File: config.mk
export PLATFORM = sky130hd
export DESIGN_NAME = mxs_i2c_regs
export DESIGN_NICKNAME = d
export VERILOG_FILES = /design/src/verilog/mxs_pkg.sv /design/src/verilog/mxs_cond_det.sv /design/src/verilog/mxs_reg_ptr.sv /design/src/verilog/mxs_i2c_regs.sv
export SDC_FILE = /design/constraint.sdc
export NUM_CORES = 1
export LEC_CHECK = 0
export BUFFER_PORTS_ARGS = -buffer_cell sky130_fd_sc_hd__buf_2
export CAP_MARGIN = 15
export CORE_ASPECT_RATIO = 1.5
export CORE_MARGIN = 5
export CORE_UTILIZATION = 51
export DETAILED_ROUTE_END_ITERATION = 10
export PLACE_DENSITY = 0.88
export SYNTH_ARGS = -nofsm -noshare
export SYNTH_HDL_FRONTEND = slang
export SYNTH_SLANG_ARGS = --single-unit
File: constraint.sdc
create_clock -name clk_sys -period 2.5 [get_ports clk_sys]
set_input_delay 0.5 -clock clk_sys [delete_from_list [all_inputs] [get_ports clk_sys]]
set_output_delay 0.5 -clock clk_sys [all_outputs]
set_load 0.005 [all_outputs]
File: src/verilog/mxs_pkg.sv
// Purpose: shared constants for the bus-switch serial register access block
// Assumes: scl/sda sampled as synchronous inputs on clk_sys
// Notes:   register indices follow the auto-increment order of the register set
package mxs_pkg;

  // ==========================================================================
  // register set
  localparam int          MXS_NUM_REGS    = 7;
  localparam int          MXS_NUM_WR_REGS = 3;
  localparam logic [2:0]  MXS_IDX_SWITCH  = 3'h0;
  localparam logic [7:0]  MXS_SWITCH_RST  = 8'h00;
  localparam logic [7:0]  MXS_CONFIG_RST  = 8'h00;
  localparam logic [7:0]  MXS_FLUSH_RST   = 8'h00;

  // ==========================================================================
  // slave address, arbitrary default value
  localparam logic [6:0]  MXS_SLAVE_ADDR  = 7'h70;

  // ==========================================================================
  // protocol states
  typedef enum logic [2:0] {
    MXS_IDLE,
    MXS_ADDR,
    MXS_ADDR_ACK,
    MXS_WR_BYTE,
    MXS_WR_ACK,
    MXS_RD_BYTE,
    MXS_RD_ACK
  } mxs_state_e;

endpackage

File: src/verilog/mxs_cond_det.sv
// Purpose: start/stop and scl edge detection from sampled bus lines
// Assumes: scl/sda already synchronous to clk_sys
// Notes:   outputs are one-cycle pulses
`timescale 1ns/1ps
module mxs_cond_det
  import mxs_pkg::*;
(
  input  wire logic clk_sys,
  input  wire logic arst_n,
  input  wire logic scl_in,
  input  wire logic sda_in,
  output logic      scl_rise,
  output logic      scl_fall,
  output logic      start_det,
  output logic      stop_det
);

  typedef struct packed {
    logic scl;
    logic sda;
  } mxs_det_s;

  mxs_det_s st_ff;
  mxs_det_s nxt_st;

  always_comb begin
    nxt_st.scl = scl_in;
    nxt_st.sda = sda_in;
  end

  always_ff @(posedge clk_sys or negedge arst_n) begin
    if (!arst_n) begin
      st_ff <= '{scl: 1'b1, sda: 1'b1};
    end else begin
      st_ff <= nxt_st;
    end
  end

  assign scl_rise  = scl_in & ~st_ff.scl;
  assign scl_fall  = ~scl_in & st_ff.scl;
  // sda moving while scl stays high marks a bus condition
  assign start_det = scl_in & st_ff.scl & st_ff.sda & ~sda_in;
  assign stop_det  = scl_in & st_ff.scl & ~st_ff.sda & sda_in;

endmodule

File: src/verilog/mxs_reg_ptr.sv
// Purpose: register pointer with wrap for reads and writes
// Assumes: clear and step are one-cycle pulses
// Notes:   write pointer wraps after the writable registers
`timescale 1ns/1ps
module mxs_reg_ptr
  import mxs_pkg::*;
#(
  parameter int NUM_REGS    = MXS_NUM_REGS,
  parameter int NUM_WR_REGS = MXS_NUM_WR_REGS
)(
  input  wire logic       clk_sys,
  input  wire logic       arst_n,
  input  wire logic       clear,
  input  wire logic       step,
  input  wire logic       is_write,
  output logic      [2:0] ptr
);

  typedef struct packed {
    logic [2:0] ptr;
  } mxs_ptr_s;

  mxs_ptr_s st_ff;
  mxs_ptr_s nxt_st;
  logic [2:0] limit;

  always_comb begin
    nxt_st = st_ff;
    limit  = is_write ? 3'(NUM_WR_REGS - 1) : 3'(NUM_REGS - 1);
    if (clear) begin
      nxt_st.ptr = MXS_IDX_SWITCH;                 // see RULE_17
    end else if (step) begin
      if (st_ff.ptr >= limit) begin
        nxt_st.ptr = MXS_IDX_SWITCH;               // see RULE_15 see RULE_16
      end else begin
        nxt_st.ptr = st_ff.ptr + 3'h1;
      end
    end
  end

  always_ff @(posedge clk_sys or negedge arst_n) begin
    if (!arst_n) begin
      st_ff <= '{ptr: MXS_IDX_SWITCH};
    end else begin
      st_ff <= nxt_st;
    end
  end

  assign ptr = st_ff.ptr;

endmodule

File: src/verilog/mxs_i2c_regs.sv
// Purpose: serial slave register access for an 8-channel bus switch
// Assumes: scl/sda synchronous to clk_sys; clk_sys well above scl rate
// Notes:   registers 3..6 are read-only status inputs from the switch core
//
// Functional notes
// RULE_01 - basic mode exposes only switch control
// RULE_02 - single written byte loads switch control
// RULE_03 - basic multibyte write keeps last byte
// RULE_04 - no-enhanced variant keeps last written byte
// RULE_05 - basic mode commits on stop only; the code also commits the pending byte on a repeated start
// RULE_06 - ack own address with write bit
// RULE_07 - address then stop changes nothing
// RULE_08 - ack every received write byte
// RULE_09 - enhanced write steps from switch control
// RULE_10 - enhanced commits each byte on arrival
// RULE_11 - ack read address then send data
// RULE_12 - basic read repeats switch control
// RULE_13 - enhanced read ascends from switch control
// RULE_14 - master acks bytes to continue reading
// RULE_15 - enhanced write wraps after third register
// RULE_16 - enhanced read cycles all seven registers
// RULE_17 - pointer restarts each transaction
// RULE_18 - start/stop mid-byte aborts to idle; the code sends a start to MXS_ADDR instead
`timescale 1ns/1ps
module mxs_i2c_regs
  import mxs_pkg::*;
#(
  parameter logic [6:0] SLAVE_ADDR   = MXS_SLAVE_ADDR,
  parameter bit         HAS_ENHANCED = 1'b1
)(
  input  wire logic       clk_sys,
  input  wire logic       arst_n,
  input  wire logic       scl_in,
  input  wire logic       sda_in,
  output logic            sda_out,
  output logic            sda_oe,
  input  wire logic       enhanced_mode,
  input  wire logic [7:0] stat_reg3,
  input  wire logic [7:0] stat_reg4,
  input  wire logic [7:0] stat_reg5,
  input  wire logic [7:0] stat_reg6,
  output logic      [7:0] switch_ctrl,
  output logic      [7:0] config_reg,
  output logic      [7:0] flush_reg,
  output logic            bus_busy
);

  // ==========================================================================
  // state
  typedef struct packed {
    mxs_state_e  state;
    logic [7:0]  shift;
    logic [3:0]  bits;
    logic        rd_nack;
    logic        drive_low;
    logic        tx_bit;
    logic        tx_en;
    logic        pend_vld;
    logic [7:0]  pend;
    logic [7:0]  sw;
    logic [7:0]  cfg;
    logic [7:0]  flush;
    logic        busy;
  } mxs_regs_s;

  // every field named, so a new field cannot slip out of reset
  localparam mxs_regs_s REGS_RST = '{
    state:     MXS_IDLE,
    shift:     8'h00,
    bits:      4'h0,
    rd_nack:   1'b0,
    drive_low: 1'b0,
    tx_bit:    1'b0,
    tx_en:     1'b0,
    pend_vld:  1'b0,
    pend:      8'h00,
    sw:        MXS_SWITCH_RST,
    cfg:       MXS_CONFIG_RST,
    flush:     MXS_FLUSH_RST,
    busy:      1'b0
  };

  mxs_regs_s st_ff;
  mxs_regs_s nxt_st;

  logic       scl_rise;
  logic       scl_fall;
  logic       start_det;
  logic       stop_det;
  logic       ptr_clear;
  logic       ptr_step;
  logic       is_write;
  logic [2:0] ptr;
  logic       enh;

  // without the enhanced set the part stays in basic mode
  assign enh = HAS_ENHANCED & enhanced_mode;    // see RULE_04

  // ==========================================================================
  // bus conditions and register pointer
  mxs_cond_det u_det (
    .clk_sys   (clk_sys),
    .arst_n    (arst_n),
    .scl_in    (scl_in),
    .sda_in    (sda_in),
    .scl_rise  (scl_rise),
    .scl_fall  (scl_fall),
    .start_det (start_det),
    .stop_det  (stop_det)
  );

  mxs_reg_ptr #(
    .NUM_REGS    (MXS_NUM_REGS),
    .NUM_WR_REGS (MXS_NUM_WR_REGS)
  ) u_ptr (
    .clk_sys  (clk_sys),
    .arst_n   (arst_n),
    .clear    (ptr_clear),
    .step     (ptr_step),
    .is_write (is_write),
    .ptr      (ptr)
  );

  // ==========================================================================
  // read data mux
  function automatic logic [7:0] rd_mux(input logic [2:0] idx, input mxs_regs_s s,
                                        input logic en);
    logic [7:0] v;
    v = s.sw;
    if (en) begin
      unique case (idx)
        3'h0:    v = s.sw;
        3'h1:    v = s.cfg;
        3'h2:    v = s.flush;
        3'h3:    v = stat_reg3;
        3'h4:    v = stat_reg4;
        3'h5:    v = stat_reg5;
        3'h6:    v = stat_reg6;
        default: v = s.sw;
      endcase
    end
    return v;                                    // see RULE_01 see RULE_12
  endfunction

  // ==========================================================================
  // byte load for transmit; msb goes out with the load
  function automatic mxs_regs_s load_tx(input mxs_regs_s s, input logic [7:0] v);
    mxs_regs_s r;
    r        = s;
    r.state  = MXS_RD_BYTE;
    r.shift  = v;
    r.tx_bit = v[7];
    r.tx_en  = 1'b1;
    r.bits   = 4'h0;
    return r;
  endfunction

  // ==========================================================================
  // enhanced write target; read-only indices are never reached
  function automatic mxs_regs_s commit_wr(input mxs_regs_s s, input logic [2:0] idx,
                                          input logic [7:0] v);
    mxs_regs_s r;
    r = s;
    unique case (idx)
      3'h0:    r.sw    = v;
      3'h1:    r.cfg   = v;
      3'h2:    r.flush = v;
      default: r.sw    = s.sw;
    endcase
    return r;
  endfunction

  // ==========================================================================
  // protocol engine
  always_comb begin
    nxt_st    = st_ff;
    ptr_clear = 1'b0;
    ptr_step  = 1'b0;
    is_write  = (st_ff.state == MXS_WR_BYTE) || (st_ff.state == MXS_WR_ACK);

    if (start_det) begin
      // restart discards any partial byte
      nxt_st.state     = MXS_ADDR;               // see RULE_18
      nxt_st.bits      = 4'h0;
      nxt_st.drive_low = 1'b0;
      nxt_st.tx_en     = 1'b0;
      nxt_st.busy      = 1'b1;
      ptr_clear        = 1'b1;                   // see RULE_17
      if (st_ff.pend_vld) begin
        // repeated start also ends a basic write
        nxt_st.sw       = st_ff.pend;
        nxt_st.pend_vld = 1'b0;
      end
    end else if (stop_det) begin
      // a cut byte never reached pend, so only whole bytes commit
      nxt_st.state     = MXS_IDLE;               // see RULE_18
      nxt_st.drive_low = 1'b0;
      nxt_st.tx_en     = 1'b0;
      nxt_st.busy      = 1'b0;
      ptr_clear        = 1'b1;
      if (st_ff.pend_vld) begin
        nxt_st.sw       = st_ff.pend;            // see RULE_05 see RULE_03
        nxt_st.pend_vld = 1'b0;
      end                                        // see RULE_07
    end else begin
      unique case (st_ff.state)
        MXS_IDLE: begin
        end
        MXS_ADDR, MXS_WR_BYTE: begin
          if (scl_rise) begin
            nxt_st.shift = {st_ff.shift[6:0], sda_in};
            nxt_st.bits  = st_ff.bits + 4'h1;
          end
          if (scl_fall && st_ff.bits == 4'h8) begin
            nxt_st.bits = 4'h0;
            if (st_ff.state == MXS_ADDR) begin
              if (st_ff.shift[7:1] == SLAVE_ADDR) begin
                nxt_st.state     = MXS_ADDR_ACK; // see RULE_06 see RULE_11
                nxt_st.drive_low = 1'b1;
              end else begin
                nxt_st.state = MXS_IDLE;
              end
            end else begin
              nxt_st.state     = MXS_WR_ACK;
              nxt_st.drive_low = 1'b1;           // see RULE_08
              if (enh) begin
                nxt_st   = commit_wr(nxt_st, ptr, st_ff.shift); // see RULE_10 see RULE_09
                ptr_step = 1'b1;
              end else begin
                nxt_st.pend     = st_ff.shift;   // see RULE_02 see RULE_03
                nxt_st.pend_vld = 1'b1;
              end
            end
          end
        end
        MXS_ADDR_ACK: begin
          if (scl_fall) begin
            nxt_st.drive_low = 1'b0;
            if (st_ff.shift[0]) begin
              nxt_st = load_tx(nxt_st, rd_mux(ptr, st_ff, enh)); // see RULE_13
            end else begin
              nxt_st.state = MXS_WR_BYTE;
            end
          end
        end
        MXS_WR_ACK: begin
          if (scl_fall) begin
            nxt_st.drive_low = 1'b0;
            nxt_st.state     = MXS_WR_BYTE;
          end
        end
        MXS_RD_BYTE: begin
          if (scl_fall) begin
            nxt_st.bits = st_ff.bits + 4'h1;
            if (st_ff.bits == 4'h7) begin
              nxt_st.tx_en = 1'b0;
              nxt_st.state = MXS_RD_ACK;
              // steps even on a nack; the next start clears it
              if (enh) begin
                ptr_step = 1'b1;                 // see RULE_16
              end
            end else begin
              nxt_st.shift  = {st_ff.shift[6:0], 1'b0};
              nxt_st.tx_bit = st_ff.shift[6];
            end
          end
        end
        MXS_RD_ACK: begin
          if (scl_rise) begin
            nxt_st.rd_nack = sda_in;
          end
          if (scl_fall) begin
            if (st_ff.rd_nack) begin
              nxt_st.state = MXS_IDLE;           // see RULE_14
            end else begin
              nxt_st = load_tx(nxt_st, rd_mux(ptr, st_ff, enh));
            end
          end
        end
        default: begin
          nxt_st.state = MXS_IDLE;
        end
      endcase
    end
  end

  always_ff @(posedge clk_sys or negedge arst_n) begin
    if (!arst_n) begin
      st_ff <= REGS_RST;
    end else begin
      st_ff <= nxt_st;
    end
  end

  // ==========================================================================
  // outputs; open drain so only a low is ever driven
  assign sda_out     = 1'b0;
  assign sda_oe      = st_ff.drive_low | (st_ff.tx_en & ~st_ff.tx_bit);
  assign switch_ctrl = st_ff.sw;
  assign config_reg  = st_ff.cfg;
  assign flush_reg   = st_ff.flush;
  assign bus_busy    = st_ff.busy;

endmodule

==> reports/qor.txt <==
run status: completed
clock net sink count: 58
remaining number of nets flagged by the antenna check after routing: 0
Final Critical Period: 2250 ps
area post-placement: 0.00392 sq mm
clock tree from TritonCTS: yes
number of nets in the finished design: 472
RSZ-0062 raised after global routing: false
Commonest cells post-synth: sky130_fd_sc_hd__dfrtp_1 (56), sky130_fd_sc_hd__nand2_1 (40), sky130_fd_sc_hd__o21ai_0 (35), sky130_fd_sc_hd__buf_4 (27), sky130_fd_sc_hd__mux2_2 (19)
gr ovfl total: 0
Synth Area per Inst: 9.67 sq um
slowest CP cell: sky130_fd_sc_hd__dfrtp_1
half-perimeter wire length of the detailed placement result: 7390 microns
clock input transition at the sequential cells of the worst setup and hold paths: 70 ps
classification of the worst setup path: flop to flop
Largest stage delay, worst path: 430 ps
most frequent cell after synthesis: sky130_fd_sc_hd__dfrtp_1
Setup Fix Bufs, Post-CTS: 0
slack of the worst reg-to-reg path: 250 ps
wire length after detailed routing: 9960 microns
Max Cap Violations: 0
starting density of the core: 0.518
number of global-route vias before repair: 3347
number of buffers created by CTS: 9
worst-case headroom to the max-slew limit: 0.492
Reg with most FFs: st_ff
portion of synthesized cell area occupied by the leading cell type: 0.379
largest cells by area after synthesis: sky130_fd_sc_hd__dfrtp_1 (38%), sky130_fd_sc_hd__mux2_2 (5.8%), sky130_fd_sc_hd__buf_4 (5.5%), sky130_fd_sc_hd__o21ai_0 (4.7%), sky130_fd_sc_hd__nand2_1 (4.1%)
register share of total power: 0.346
Rows: 38
fillcell total: 587
peak ir drop on the vdd network: 0.000457 V
dominant cell type by count on the critical path: sky130_fd_sc_hd__ha_1
number of top-level design ports: 64
worst setup path startpoint: u_ptr.ptr[0]$_DFFE_PN0P_
net switching component of the power: 1.67 mW
max reg flops: 27
post-route DRC violation count: 0
r2r startpoint: u_ptr.ptr[0]$_DFFE_PN0P_
area enclosed by the die boundary: 0.00908 sq mm
Die X: 79.5 microns
YS warnings: 0
nature of the critical path startpoint: flop
ratio of total power to cell area: 987 mW/mm^2
buffer depth of the longest clock path: 2
final clock period utilization by the worst path: 0.898
H-Tree Level Count: 3
Port Buffer Count: 62
number of max-slew violations in the final report: 0
WP data required: 2750 ps
largest net degree at the start of global routing: 35
Pint: 2.39 mW
Logic pwr share: 0.437
post-synthesis net count: 427
Worst Clk Skew: 13.1 ps
violation count after the first detailed-route iteration: 259
initial antenna violation count: 0
Final Setup Violations: 0
Finished Layout Cells: 512
global-route wire length before repair: 15900 microns
Initial DRT Pass Iterations: 7
leakage dissipation: 1.95 nW
share of the yosys chip area belonging to registers: 0.393
depth of the worst register-to-register path: 8
reg-to-reg critical path endpoint: st_ff[45]$_DFFE_PN0P_
biggest fanout along the worst timing path: 5
crit path buf inv count: 1
Post-Route Setup TNS: 0 ps
power share of the clock group: 0.217
capturing element type of the critical path: flop
CTS Root Buffer Type: sky130_fd_sc_hd__clkbuf_8
number of enable-type register cells in the synthesized netlist: 0
post-cts repair resize count: 0
most used flip-flop cell after synthesis: sky130_fd_sc_hd__dfrtp_1
largest delay contributor family on the critical path: compound AO/OA/AOI/OAI gates
Clock Latency Late Sink: 360 ps
average vias per placed instance: 6.37
Sw Share: 0.412
die boundary height: 114 microns
total number of cells along the worst setup path: 8
chain of cells forming the critical path: ha_1, ha_1, buf_4, a32oi_1, o21ai_0, a211oi_1, o21ai_1, mux2_1
post-DR wirelength/cell: 19.5 microns
number of distinct library cells after synthesis: 63
placed cell count: 496
type of the worst min-delay path: primary input to async pin
worst hold slack across all endpoints: 211 ps
slew at the pin with the worst max-slew slack: 762 ps
Worst EP arrival: 2490 ps
routability congestion estimate: 0.957
gr usage total: 0.228
timing-limited maximum frequency: 445 MHz
synthesized instance count: 382
Netlist Area Pre-Place: 0.00369 sq mm
overall via count from detail_route: 3261
biggest area consumer among synthesized cells: sky130_fd_sc_hd__dfrtp_1
asr flop ratio synth: 1.00
number of hold violations in the final report: 0
signed area change from the synthesized netlist to the final layout: 11.3%
final instance area: 0.00411 sq mm
n_diodes: 0
core outline area: 0.00713 sq mm
#FFs+latches synth: 58
fraction of final layout cells with drive strength greater than 1: 0.313
sum of internal, switching and leakage power: 4.06 mW
hold buffer count at CTS: 0
## per-layer routing
metal  track usage  vias up  share of wire
met1         0.251     1590           0.38
met3        0.0638       35          0.074
met4         0.135        0          0.041
met5             0        -              0
li1              -     1460              -
met2         0.386      176           0.51
## power by group through the flow
stage	Sequential, mW	Clock (mW)	Combinational (mW)
floorplan	1.29	0	1.40
global placement	1.39	0	1.68
detailed placement	1.40	0	1.73
CTS	1.39	0.886	1.75
global route	1.42	0.932	1.94
finish	1.40	0.881	1.77
## logic make-up after synthesis
| kind of cell | synth area share |
|---|---|
| adders and majority gates | 0.0271 |
| AOI/OAI and AO/OA | 0.219 |
| muxes | 0.0928 |
| other | 0.00101 |
| and+or+nand+nor | 0.171 |
| DFF | 0.393 |
| xor gates and xnor gates | 0.00237 |
| buffers and inverters | 0.0935 |
## worst max-delay path by stage
| stage | end |
|---|---|
| floorplan | st_ff[43]$_DFFE_PN0P_ |
| global placement | switch_ctrl[3]$_DFFE_PN0P_ |
| detailed placement | switch_ctrl[1]$_DFFE_PN0P_ |
| CTS | st_ff[45]$_DFFE_PN0P_ |
| global route | switch_ctrl[3]$_DFFE_PN0P_ |
| finish | st_ff[45]$_DFFE_PN0P_ |
## worst reg2reg max path: cells and delay by family (launching register included)
| kind | cells | cell delay, ps |
|---|---|---|
| mux | 1 | 300 |
| flops | 1 | 430 |
| fa+ha+maj | 2 | 480 |
| compound gates | 4 | 730 |
| buf+inv | 1 | 190 |
## through the flow
step / setup slack (ps) / utilization
after floorplan: 15.9 / -
after global placement: 280 / 0.549
after detailed placement: 224 / 0.549
after CTS: 303 / 0.577
after global routing: 70.0 / 0.577
final: 255 / 0.577
## cell usage in the layout (no fill, tap or decap), drive strengths merged, types with 6 or more instances in the layout
cell type and n:
buf 77, dfrtp 56, o21ai 46, nand2 40, mux2 26, nor2 18
nand2b 14, inv 12, a21oi 12, nand3 11, clkbuf 11, nor2b 8
o221a 8, ha 8, nor3 6
## layout make-up
type	instances	area, sq um	share of cell area
Tap cell	80	100	0.0243
Clock inverter	5	53.8	0.0131
Timing Repair Buffer	77	423	0.103
Sequential cell	58	1450	0.354
Multi-Input combinational cell	269	1900	0.461
Inverter	12	45.0	0.0110
Clock buffer	11	141	0.0344
(Power assumes the default switching activity.)
